--- config.mk ---
export PLATFORM = sky130hd
export DESIGN_NAME = csbu_top
export DESIGN_NICKNAME = d
export VERILOG_FILES = /design/src/core/csbu_pkg.sv /design/src/core/csbu_cond_if.sv /design/src/core/csbu_cond.sv /design/src/core/csbu_top.sv
export VERILOG_INCLUDE_DIRS = /design/src /design/src/core
export SDC_FILE = /design/constraint.sdc
export NUM_CORES = 1
export LEC_CHECK = 0
export BUFFER_PORTS_ARGS = -buffer_cell sky130_fd_sc_hd__buf_2
export CORE_UTILIZATION = 49
export CTS_BUF_LIST = sky130_fd_sc_hd__clkbuf_4 sky130_fd_sc_hd__clkbuf_8
export CTS_CLUSTER_DIAMETER = 150
export CTS_CLUSTER_SIZE = 16
export DETAILED_ROUTE_END_ITERATION = 10
export GPL_ROUTABILITY_DRIVEN = 0
export PLACE_DENSITY = 0.79
export SYNTH_ARGS = -nofsm -noshare
export SYNTH_HDL_FRONTEND = slang
export SYNTH_SLANG_ARGS = --single-unit
--- constraint.sdc ---
create_clock -name I_CLK -period 2.28 [get_ports I_CLK]
set_input_delay 0.228 -clock I_CLK [delete_from_list [all_inputs] [get_ports I_CLK]]
set_output_delay 0.228 -clock I_CLK [all_outputs]
set_load 0.05 [all_outputs]
--- src/core/csbu_regs.svh ---
// Purpose: constants for the conditional skip and branch unit
// Assumes: 16-bit word program counter, 8-bit operands
// Notes: Function list follows
// Function
// [RULE1] skip_if_reg_bit_clear skips the next instruction when the chosen register bit is 0.
// [RULE2] skip_if_reg_bit_set skips the next instruction when the chosen register bit is 1.
// [RULE3] skip_if_io_bit_clear skips the next instruction when the chosen io bit is 0.
// [RULE4] skip_if_io_bit_set skips the next instruction when the chosen io bit is 1.
// [RULE5] branch_if_flag_set jumps to pc plus offset plus one when the chosen flag is 1.
// [RULE6] branch_if_flag_clear jumps to pc plus offset plus one when the chosen flag is 0.
// [RULE7] branch_if_equal jumps relative when the zero flag is 1.
// [RULE8] branch_if_not_equal jumps relative when the zero flag is 0.
// [RULE9] branch_if_carry_set and branch_if_lower jump relative when carry is 1.
// [RULE10] branch_if_carry_clear and branch_if_same_or_higher jump relative when carry is 0.
// [RULE11] no skip or branch ever changes the flag register.
// [RULE12] skips cost 1, 2 or 3 cycles and branches cost 1 or 2 cycles.
`ifndef CSBU_REGS_SVH
`define CSBU_REGS_SVH
`define CSBU_PC_W        16
`define CSBU_FLAG_CARRY  3'h0
`define CSBU_FLAG_ZERO   3'h1
`define CSBU_SKIP1_INC   16'h0002
`define CSBU_SKIP2_INC   16'h0003
`define CSBU_SEQ_INC     16'h0001
`define CSBU_CYC_ONE     2'h1
`define CSBU_CYC_TWO     2'h2
`define CSBU_CYC_THREE   2'h3
`endif

--- src/core/csbu_pkg.sv ---
// Purpose: types for the conditional skip and branch unit
// Assumes: nothing beyond the constants header
// Notes: operation codes are arbitrary internal encodings
package csbu_pkg;
  typedef enum logic [3:0] {
    CSBU_OP_NONE    = 4'h0,
    CSBU_OP_SKRC    = 4'h1, // skip_if_reg_bit_clear
    CSBU_OP_SKRS    = 4'h2, // skip_if_reg_bit_set
    CSBU_OP_SKIC    = 4'h3, // skip_if_io_bit_clear
    CSBU_OP_SKIS    = 4'h4, // skip_if_io_bit_set
    CSBU_OP_BFS     = 4'h5, // branch_if_flag_set
    CSBU_OP_BFC     = 4'h6, // branch_if_flag_clear
    CSBU_OP_BEQ     = 4'h7, // branch_if_equal
    CSBU_OP_BNE     = 4'h8, // branch_if_not_equal
    CSBU_OP_BCS     = 4'h9, // branch_if_carry_set
    CSBU_OP_BLO     = 4'ha, // branch_if_lower
    CSBU_OP_BCC     = 4'hb, // branch_if_carry_clear
    CSBU_OP_BSH     = 4'hc  // branch_if_same_or_higher
  } csbu_op_type;

  typedef enum logic [1:0] {
    CSBU_ST_IDLE = 2'h0,
    CSBU_ST_BUSY = 2'h1
  } csbu_state_type;

  typedef struct packed {
    csbu_state_type state;
    logic [1:0]     cyc_left;
    logic [15:0]    pc;
    logic           done;
    logic           taken;
    logic [1:0]     cycles;
  } csbu_core_type;
endpackage

--- src/core/csbu_cond_if.sv ---
// Purpose: carries a decoded condition test between the unit's modules
// Assumes: single clock domain
// Notes: combinational path only
`timescale 1ns/1ps
`default_nettype none
interface csbu_cond_if;
  import csbu_pkg::*;
  csbu_op_type op;
  logic [7:0]  reg_val;
  logic [7:0]  io_val;
  logic [7:0]  flags;
  logic [2:0]  bit_sel;
  logic        is_skip;
  logic        is_branch;
  logic        cond;
  modport eval (input op, reg_val, io_val, flags, bit_sel,
                output is_skip, is_branch, cond);
  modport ctrl (output op, reg_val, io_val, flags, bit_sel,
                input is_skip, is_branch, cond);
endinterface
`default_nettype wire

--- src/core/csbu_cond.sv ---
// Purpose: evaluates the condition of a skip or branch operation
// Assumes: operands stable while the operation is presented
// Notes: purely combinational, reads register, io and flag bytes
`timescale 1ns/1ps
`default_nettype none
`include "csbu_regs.svh"
module csbu_cond
  import csbu_pkg::*;
(
  csbu_cond_if.eval c
);
  // select one bit of a byte
  function automatic logic pick(input logic [7:0] v, input logic [2:0] s);
    pick = v[s];
  endfunction

  // condition per operation
  always_comb
  begin
    c.is_skip   = 1'b0;
    c.is_branch = 1'b1;
    c.cond      = 1'b0;
    case (c.op)
      CSBU_OP_SKRC:
      begin
        c.is_skip = 1'b1; c.is_branch = 1'b0;
        c.cond = !pick(c.reg_val, c.bit_sel); // RULE1
      end
      CSBU_OP_SKRS:
      begin
        c.is_skip = 1'b1; c.is_branch = 1'b0;
        c.cond = pick(c.reg_val, c.bit_sel); // RULE2
      end
      CSBU_OP_SKIC:
      begin
        c.is_skip = 1'b1; c.is_branch = 1'b0;
        c.cond = !pick(c.io_val, c.bit_sel); // RULE3
      end
      CSBU_OP_SKIS:
      begin
        c.is_skip = 1'b1; c.is_branch = 1'b0;
        c.cond = pick(c.io_val, c.bit_sel); // RULE4
      end
      CSBU_OP_BFS: c.cond = pick(c.flags, c.bit_sel);  // RULE5
      CSBU_OP_BFC: c.cond = !pick(c.flags, c.bit_sel); // RULE6
      CSBU_OP_BEQ: c.cond = pick(c.flags, `CSBU_FLAG_ZERO); // RULE7
      CSBU_OP_BNE: c.cond = !pick(c.flags, `CSBU_FLAG_ZERO); // RULE8
      CSBU_OP_BCS, CSBU_OP_BLO: c.cond = pick(c.flags, `CSBU_FLAG_CARRY); // RULE9
      CSBU_OP_BCC, CSBU_OP_BSH: c.cond = !pick(c.flags, `CSBU_FLAG_CARRY); // RULE10
      default: c.is_branch = 1'b0;
    endcase
  end
endmodule // csbu_cond
`default_nettype wire

--- src/core/csbu_top.sv ---
// Purpose: conditional skip and relative branch unit of the core
// Assumes: one operation presented per start pulse while idle
// Notes: result pc and cycle count appear the cycle after start; a one-cycle done pulse marks the last execution cycle
`timescale 1ns/1ps
`default_nettype none
`include "csbu_regs.svh"
module csbu_top
  import csbu_pkg::*;
(
  input  wire logic        I_CLK,
  input  wire logic        I_RST,
  input  wire logic        i_START,
  input  wire csbu_op_type i_OP,
  input  wire logic [15:0] i_PC,
  input  wire logic [7:0]  i_REG_VAL,
  input  wire logic [7:0]  i_IO_VAL,
  input  wire logic [7:0]  i_FLAGS,
  input  wire logic [2:0]  i_BIT_SEL,
  input  wire logic [6:0]  i_OFFSET,
  input  wire logic        i_NEXT_TWO_WORD,
  output logic             o_BUSY,
  output logic             o_DONE,
  output logic             o_TAKEN,
  output logic [15:0]      o_NEXT_PC,
  output logic [1:0]       o_CYCLES,
  output logic [7:0]       o_FLAGS_OUT
);
  csbu_core_type cur_r;
  csbu_core_type cur_nxt;
  csbu_cond_if   cif ();

  // sign-extend the 7-bit branch offset
  function automatic logic [15:0] sext(input logic [6:0] k);
    sext = {{9{k[6]}}, k};
  endfunction

  // ----------------------------------------------------------------
  // condition evaluation
  // ----------------------------------------------------------------
  assign cif.op      = i_OP;
  assign cif.reg_val = i_REG_VAL;
  assign cif.io_val  = i_IO_VAL;
  assign cif.flags   = i_FLAGS;
  assign cif.bit_sel = i_BIT_SEL;

  csbu_cond u_cond (
    .c (cif.eval)
  );

  // ----------------------------------------------------------------
  // next state
  // ----------------------------------------------------------------
  always_comb
  begin
    cur_nxt      = cur_r;
    cur_nxt.done = 1'b0;
    case (cur_r.state)
      CSBU_ST_IDLE:
      begin
        if (i_START && (cif.is_skip || cif.is_branch))
        begin
          cur_nxt.taken = cif.cond;
          if (cif.is_skip && cif.cond)
          begin
            // skip over one or two words
            cur_nxt.pc = i_PC + (i_NEXT_TWO_WORD ? `CSBU_SKIP2_INC
                                                 : `CSBU_SKIP1_INC); // RULE1 RULE2 RULE3 RULE4
            cur_nxt.cycles = i_NEXT_TWO_WORD ? `CSBU_CYC_THREE
                                             : `CSBU_CYC_TWO; // RULE12
          end
          else if (cif.is_branch && cif.cond)
          begin
            cur_nxt.pc = i_PC + sext(i_OFFSET) + `CSBU_SEQ_INC; // RULE5 RULE6 RULE7 RULE8 RULE9 RULE10
            cur_nxt.cycles = `CSBU_CYC_TWO; // RULE12
          end
          else
          begin
            cur_nxt.pc = i_PC + `CSBU_SEQ_INC;
            cur_nxt.cycles = `CSBU_CYC_ONE; // RULE12
          end
          cur_nxt.cyc_left = cur_nxt.cycles - 2'h1;
          if (cur_nxt.cyc_left == 2'h0)
            cur_nxt.done = 1'b1;
          else
            cur_nxt.state = CSBU_ST_BUSY;
        end
      end
      CSBU_ST_BUSY:
      begin
        // hold for the remaining execution cycles
        cur_nxt.cyc_left = cur_r.cyc_left - 2'h1;
        if (cur_r.cyc_left == 2'h1)
        begin
          cur_nxt.done  = 1'b1;
          cur_nxt.state = CSBU_ST_IDLE;
        end
      end
      default: cur_nxt.state = CSBU_ST_IDLE;
    endcase
  end

  // state register
  always_ff @(posedge I_CLK)
  begin
    if (I_RST)
      cur_r <= '{state: CSBU_ST_IDLE, cyc_left: 2'h0, pc: 16'h0000,
                 done: 1'b0, taken: 1'b0, cycles: 2'h0};
    else
      cur_r <= cur_nxt;
  end

  // outputs
  assign o_BUSY      = (cur_r.state == CSBU_ST_BUSY);
  assign o_DONE      = cur_r.done;
  assign o_TAKEN     = cur_r.taken;
  assign o_NEXT_PC   = cur_r.pc;
  assign o_CYCLES    = cur_r.cycles;
  assign o_FLAGS_OUT = i_FLAGS; // RULE11

  // ----------------------------------------------------------------
  // assertions
  // ----------------------------------------------------------------
  property p_skip_reg_clear;
    @(posedge I_CLK) disable iff (I_RST)
    (!o_BUSY && i_START && i_OP == CSBU_OP_SKRC && !i_REG_VAL[i_BIT_SEL])
      |=> o_TAKEN && o_CYCLES != `CSBU_CYC_ONE;
  endproperty
  a_skip_reg_clear: assert property (p_skip_reg_clear) else $error("reg clear skip missed"); // RULE1

  property p_skip_reg_set;
    @(posedge I_CLK) disable iff (I_RST)
    (!o_BUSY && i_START && i_OP == CSBU_OP_SKRS && !i_NEXT_TWO_WORD)
      |=> o_NEXT_PC == $past(i_PC) + ($past(i_REG_VAL[i_BIT_SEL]) ? 16'h0002 : 16'h0001);
  endproperty
  a_skip_reg_set: assert property (p_skip_reg_set) else $error("reg set skip pc wrong"); // RULE2

  property p_skip_io_clear;
    @(posedge I_CLK) disable iff (I_RST)
    (!o_BUSY && i_START && i_OP == CSBU_OP_SKIC && !i_IO_VAL[i_BIT_SEL] && i_NEXT_TWO_WORD)
      |=> o_NEXT_PC == $past(i_PC) + 16'h0003 ##1 o_BUSY ##1 o_DONE;
  endproperty
  a_skip_io_clear: assert property (p_skip_io_clear) else $error("io clear skip wrong"); // RULE3

  property p_skip_io_set;
    @(posedge I_CLK) disable iff (I_RST)
    (!o_BUSY && i_START && i_OP == CSBU_OP_SKIS) |=> o_TAKEN == $past(i_IO_VAL[i_BIT_SEL]);
  endproperty
  a_skip_io_set: assert property (p_skip_io_set) else $error("io set skip wrong"); // RULE4

  property p_br_flag_set;
    @(posedge I_CLK) disable iff (I_RST)
    (!o_BUSY && i_START && i_OP == CSBU_OP_BFS && i_FLAGS[i_BIT_SEL])
      |=> o_NEXT_PC == $past(i_PC) + {{9{$past(i_OFFSET[6])}}, $past(i_OFFSET)} + 16'h0001;
  endproperty
  a_br_flag_set: assert property (p_br_flag_set) else $error("flag set branch wrong"); // RULE5

  property p_br_flag_clear;
    @(posedge I_CLK) disable iff (I_RST)
    (!o_BUSY && i_START && i_OP == CSBU_OP_BFC) |=> o_TAKEN == !$past(i_FLAGS[i_BIT_SEL]);
  endproperty
  a_br_flag_clear: assert property (p_br_flag_clear) else $error("flag clear branch wrong"); // RULE6

  property p_br_eq;
    @(posedge I_CLK) disable iff (I_RST)
    (!o_BUSY && i_START && i_OP == CSBU_OP_BEQ) |=> o_TAKEN == $past(i_FLAGS[1]);
  endproperty
  a_br_eq: assert property (p_br_eq) else $error("equal branch wrong"); // RULE7

  property p_br_ne;
    @(posedge I_CLK) disable iff (I_RST)
    (!o_BUSY && i_START && i_OP == CSBU_OP_BNE && i_FLAGS[1]) |=> !o_TAKEN && o_DONE;
  endproperty
  a_br_ne: assert property (p_br_ne) else $error("not equal branch wrong"); // RULE8

  property p_br_carry;
    @(posedge I_CLK) disable iff (I_RST)
    (!o_BUSY && i_START && (i_OP == CSBU_OP_BCS || i_OP == CSBU_OP_BLO))
      |=> o_TAKEN == $past(i_FLAGS[0]);
  endproperty
  a_br_carry: assert property (p_br_carry) else $error("carry set branch wrong"); // RULE9

  property p_br_nocarry;
    @(posedge I_CLK) disable iff (I_RST)
    (!o_BUSY && i_START && (i_OP == CSBU_OP_BCC || i_OP == CSBU_OP_BSH))
      |=> o_TAKEN == !$past(i_FLAGS[0]);
  endproperty
  a_br_nocarry: assert property (p_br_nocarry) else $error("carry clear branch wrong"); // RULE10

  property p_flags_kept;
    @(posedge I_CLK) disable iff (I_RST)
    o_FLAGS_OUT == i_FLAGS;
  endproperty
  a_flags_kept: assert property (p_flags_kept) else $error("flags modified"); // RULE11

  property p_taken_branch_two;
    @(posedge I_CLK) disable iff (I_RST)
    (!o_BUSY && i_START && i_OP == CSBU_OP_BEQ && i_FLAGS[1])
      |=> o_BUSY && !o_DONE ##1 o_DONE && !o_BUSY;
  endproperty
  a_taken_branch_two: assert property (p_taken_branch_two) else $error("branch timing wrong"); // RULE12

  // untaken flag branch falls through in one cycle
  property p_fall_thru;
    @(posedge I_CLK) disable iff (I_RST)
    (!o_BUSY && i_START && i_OP == CSBU_OP_BFS && !i_FLAGS[i_BIT_SEL])
      |=> o_NEXT_PC == $past(i_PC) + `CSBU_SEQ_INC && o_DONE && o_CYCLES == `CSBU_CYC_ONE;
  endproperty
  a_fall_thru: assert property (p_fall_thru) else $error("fall through wrong"); // RULE12

  // skip over a one-word instruction costs two cycles
  property p_skip_one;
    @(posedge I_CLK) disable iff (I_RST)
    (!o_BUSY && i_START && i_OP == CSBU_OP_SKRC && !i_REG_VAL[i_BIT_SEL] && !i_NEXT_TWO_WORD)
      |=> o_BUSY && o_CYCLES == `CSBU_CYC_TWO ##1 o_DONE && !o_BUSY;
  endproperty
  a_skip_one: assert property (p_skip_one) else $error("one word skip timing wrong"); // RULE12

  // a start while busy leaves the result alone
  property p_busy_hold;
    @(posedge I_CLK) disable iff (I_RST)
    (o_BUSY && i_START) |=> $stable(o_NEXT_PC) && $stable(o_CYCLES);
  endproperty
  a_busy_hold: assert property (p_busy_hold) else $error("start while busy accepted"); // RULE12

  // the empty operation is ignored
  property p_none_ignored;
    @(posedge I_CLK) disable iff (I_RST)
    (!o_BUSY && i_START && i_OP == CSBU_OP_NONE) |=> !o_DONE && !o_BUSY && $stable(o_NEXT_PC);
  endproperty
  a_none_ignored: assert property (p_none_ignored) else $error("empty operation accepted"); // RULE12

  c_skip3: cover property (@(posedge I_CLK) o_DONE && o_CYCLES == 2'h3);
  c_skip2: cover property (@(posedge I_CLK) o_DONE && o_CYCLES == 2'h2 && o_TAKEN);
  c_nottaken: cover property (@(posedge I_CLK) o_DONE && !o_TAKEN);
  c_busy_start: cover property (@(posedge I_CLK) o_BUSY && i_START);
endmodule // csbu_top
`default_nettype wire

[Word-level counts from Yosys, hierarchy flattened]
Cells that the tools add are included.
Storage, ports and cells
  register bits after elaboration: 24
Operators by class
  equal/unequal tests: 17
  reduce and logical (&&, ||, !) cells: 19
  order comparisons: 1
  muxes and demuxes: 25
  add/sub/neg operators: 6
Operator list (count)
  $add 16x1->16 const B: 2
  $mux 16: 2
  $mux 24: 1
  $eq 4x4->1 const B: 5
  $add 16x16->16: 1
  $add 16x2->16: 1
  $eq 4x3->1 const B: 4
  $mux 2: 6
  $pmux 1 s10: 1
  $bmux 1 s3: 3
  $mux 1: 9
  $eq 4x2->1 const B: 2
  $pmux 2 s2: 2
  $reduce_or 8->1: 1
  $logic_not 1->1: 5
  $eq 2x1->1 const B: 2
  $eq 4x1->1 const B: 1
  $logic_not 2->1: 2
  $lt 3x4->1 const B: 1
  $ne 2x2->1 const B: 2
  $reduce_and 2->1: 2
  $reduce_or 2->1: 2
  $reduce_or 4->1: 1
  $sub 2x1->2 const B: 2
  other kinds (6): 8

[Logic depth before layout (Yosys ltp)]
  depth in word-level cells: 14
  gate-level depth with buffers: 11

[Hierarchy]
From an unflattened synthesis, not the netlist that was laid out.
Second synthesis, totals
  cells, all modules: 424
  area total of the unflattened synthesis: 3115.5 um2
By module, submodules not included
  csbu_top: seq. area each 460.4 um2, area an instance 2731.4 um2, cells each 379, times used 1
  csbu_cond: seq. area each 0.0 um2, area an instance 384.1 um2, cells each 45, times used 1

[Worst setup path after synthesis]
No wires, ideal clock.
  path type: input to register
  start point: in i_BIT_SEL[0]
  end point: reg cur_r, in the netlist o_NEXT_PC[13]
  arrival time: 2367 ps
  setup time: 124 ps
  data required time: 2156 ps
  setup slack: -211 ps
  buffers on the path: 2
  stages: 9
  cells stage by stage: clkbuf_1 mux4_2 mux2i_1 mux2i_1 and2_1 clkbuf_1 o21ai_0 a221oi_1 o21ai_1
On the way
  longest elaborated chain between the ends: 7
  elaborated cells between the ends (all ways): 14
Ends and longest elaborated chain
  start, declared: line csbu_top.sv:18  | input wire logic [2:0] i_BIT_SEL,
  $bmux 1 s3: line csbu_cond.sv:14  | pick = v[s];
  $mux 1 (implied by the code): line csbu_cond.sv:14
  $logic_not 1->1 (on tied branches): line csbu_cond.sv:45, csbu_cond.sv:27, csbu_cond.sv:37
  $pmux 1 s10 (*): line csbu_cond.sv:23  | case (c.op)
  $logic_and 1x1->1: line csbu_top.sv:71  | else if (cif.is_branch && cif.cond)
  $mux 16: line csbu_top.sv:71
  $mux 16 (*): line csbu_top.sv:63  | if (cif.is_skip && cif.cond)
  end signal, assigned: line csbu_top.sv:106  | cur_r <= '{state: CSBU_ST_IDLE, cyc_left: 2'h0, pc: 16'h0000,
  end signal, assigned: line csbu_top.sv:109  | cur_r <= cur_nxt;
  end, declared: line csbu_top.sv:28  | csbu_core_type cur_r;
Every way passes the cells marked *; elsewhere a longest branch is shown, timed or not. The select of a mux whose other input is x is not followed.
A chain may end at the register's enable or synchronous reset.

[Worst setup path after layout]
  start point: in i_BIT_SEL[0]
  end point: reg cur_r, in the netlist o_NEXT_PC[11]
Same word-level chain as after synthesis.

==> summary.txt <==
Synthesis
  – Post-synthesis async set-or-reset flop share: 0%
  – Dominant cell type by area after synthesis: dfxtp_1
  – Synth top area cells: dfxtp_1 16%, ha_1 8.1%, buf_4 6.7%
  – Synth Net Count: 468
  – Syn avg cell area: 7.49 um2
  – EDFF count, synth: 0
  – Commonest cells post-synth: 39 x nor2_1, 30 x nand2_1, 28 x a21oi_1, 26 x buf_4, 23 x dfxtp_1
  – Synth warn: 0
  – Most numerous cell in the Yosys netlist: nor2_1
  – Synth unique cells: 59
  – Number of synthesized register bits: 23
  – Ys flop type: dfxtp_1
  – Seq/Total Area, Yosys: ~16%
  – Synth top area share: between 10% and 20%
  – Synth Instances: 390
  – Synth Cell Area: 2920 um2

Clocking
  – Hold_buf cts: 0
  – H-tree depth: 1
  – CTS tree: yes
  – Clock network latency to the later pin of the worst-skew pair: 0.26 ns
  – TritonCTS buffer count: 3
  – Root buffer cell: clkbuf_8
  – Clk buf depth: 2
  – Clock sinks: 23
  – Clock slew at reported path FFs: 0.09 ns

Timing
  – Final Cycle Share: 95.9%
  – Highest clock rate: around 460 MHz
  – Max Slew Vio Count: 0
  – Clock Skew: between 0.0015 and 0.002 ns
  – Max transition margin: about 62%
  – # setup viols final: 0
  – Final hold vios: 0
  – Tmin final: 2.19 ns
  – Worst-margin pin slew: between 0.5 and 0.6 ns
  – Fin Setup TNS: 0 ns

Layout
  – Share of cells above drive strength 1: between 30% and 40%
  – Final core utilization: 66.0%
  – Fill count: 488
  – Area delta synth->final: 27.4%
  – Design area: 3720 um2
  – Final net count: 573
  – Inserted Diodes: 0
  – Non-filler cells, final: 566

Setup path
  – CP required: between 2 and 2.5 ns
  – Critical Path Sink Type: flop
  – Critical path class: primary input to flop
  – Arr. time, crit path: between 2 and 2.5 ns
  – Setup crit start kind: primary input
  – Max FO, Critical Path: 9

Drt
  – Vias per inst: 5.99
  – Average wire per standard cell: roughly 16 um
  – Antenna Nets Post-Route: 0
  – Vias: 3388
  – DR iter-0 viols: 354
  – Drt drc: 0
  – Total Wirelength: 8870 um
  – Drt pass-1 iters: 5

Power
  – Power Density: 457 nW/um2
  – Final Total Pwr: 0.00170 W
  – Leak pwr: approximately 1.8 nW
  – VDD IR max: 327 uV

Die
  – Initial Utilization: 51.8%
  – Die Area: 6280 um2
  – Die Span Y: 79.2 um
  – Floorplan row count: 27
  – CORE AREA: between 5000 and 6000 um2
  – I/O pins: 87
  – Die X: 79.2 um

Global route
  – Initial antenna violation count: 0
  – First-pass GRT wire length: 14300 um
  – Number of global-route vias before repair: 3159
  – Pin count of the biggest net entering global routing: 25
  – Total grt overflow: 0
  – GRT Resource Usage Total: 28.1%

Placement
  – Placed cells: between 500 and 600
  – IO Port Bufs: 86
  – Area after DPL: 3600 um2
  – Detailed Place HPWL: 7160 um

Min path
  – Hold crit path type: primary input to flop

Run
  – Max-cap violation count: 0

Outcome
  – Outcome: complete, no violations
## sequential cells by signal, indices dropped and copies added, names as in the netlist
| signal | count |
|---|---|
| o_NEXT_PC | 16 |
| o_TAKEN | 1 |
| cur_r | 3 |
| o_CYCLES | 2 |
| o_DONE | 1 |
## cell usage in the layout, fill, tap and decap left out, drive strengths merged, types with 2 or more instances in the layout
master and count:
a211o 4, a221oi 3, dfxtp 23, inv 12, nor2 39, o31a 2, or4 2, a21oi 28
a211oi 6, mux4 6, a21o 4, o21a 7, and3 8, nor2b 5, and2 2, nor3 9
nand2 30, xor2 15, nor3b 2, nand3 18, nand3b 4, or2 3, buf 144, mux2i 9
a21boi 3, or3 8, a31oi 6, o21ai 17, o211ai 8, o22ai 6, o221ai 2, ha 19
nand4 4, clkbuf 4, a311oi 2, a22oi 2, nor4b 2, xnor2 10
## cell families after synthesis
| group | count (synthesis) | share of synthesized area (%) |
|---|---|---|
| and+or+nand+nor | 140 | 23.8 |
| AOI/OAI and AO/OA | 110 | 25.2 |
| buffers and inverters | 57 | 10.9 |
| xor gates and xnor gates | 25 | 7.49 |
| DFF | 23 | 15.8 |
| adders and majority gates | 20 | 8.82 |
| muxes | 15 | 7.97 |
## worst max-delay path: stages
cell,delay [ns]
clkbuf_4,0.16
mux4_2,0.51
mux2i_1,0.20
mux2i_1,0.29
and2_4,0.23
buf_4,0.18
nor2_1,0.07
a211oi_2,0.23
o22ai_1,0.13
o21ai_1,0.15
## final timing paths
path	startpoint	endpoint	slack, ns	cells past startpoint
worst min register to register	o_NEXT_PC[9]	o_NEXT_PC[9]	0.46	2
worst min-delay path	i_PC[15]	o_NEXT_PC[15]	0.26	3
worst max-delay path	i_BIT_SEL[0]	o_NEXT_PC[11]	0.09	10
worst max register to register	cur_r[22]	o_CYCLES[0]	0.68	6
## routing by layer
layer	wire (um)	vias to the layer above	GRT usage [%]	part of all wire, %
met2	4280	175	49.4	48
li1	-	1622	-	-
met5	0	-	0	0
met3	730	25	2.30	8.2
met4	193	0	10.4	2.2
met1	3660	1566	35.4	41
## cell type report
class / count / area, um2 / area share [%]
clock buffer: 3 / 41.3 / 1.11
tap: 72 / 90.1 / 2.42
sequential: 23 / 460 / 12.4
multi-input combinational: 310 / 2190 / 59.0
timing repair buffer: 145 / 882 / 23.7
inverter: 12 / 45.0 / 1.21
clock inverter: 1 / 7.51 / 0.202
## where the power goes
| group | total [W] | switching (W) | leakage [nW] | internal (W) |
|---|---|---|---|---|
| sequential | 0.000474 | 0.0000286 | 0.190 | 0.000446 |
| clock | 0.000261 | 0.000138 | 0.0217 | 0.000124 |
| combinational | 0.000966 | 0.000578 | 1.54 | 0.000387 |
## stage by stage
step	setup WS [ns]	hold WS, ns
CTS	0.00322	0.264
finish	0.0938	0.265
global placement	-0.235	0.436
detailed placement	-0.346	0.452
floorplan	0.0127	0.392
global route	-0.00777	0.269
## what timing repair did
| item | CTS | global route |
|---|---|---|
| gates resized for setup | 3 | 21 |
| cloned | 0 | 0 |
| pin swaps | 2 | 8 |
| setup endpoints to repair | 3 | 13 |
| buffers inserted | 0 | 1 |
No activity file was read; power rests on OpenSTA's default activity.
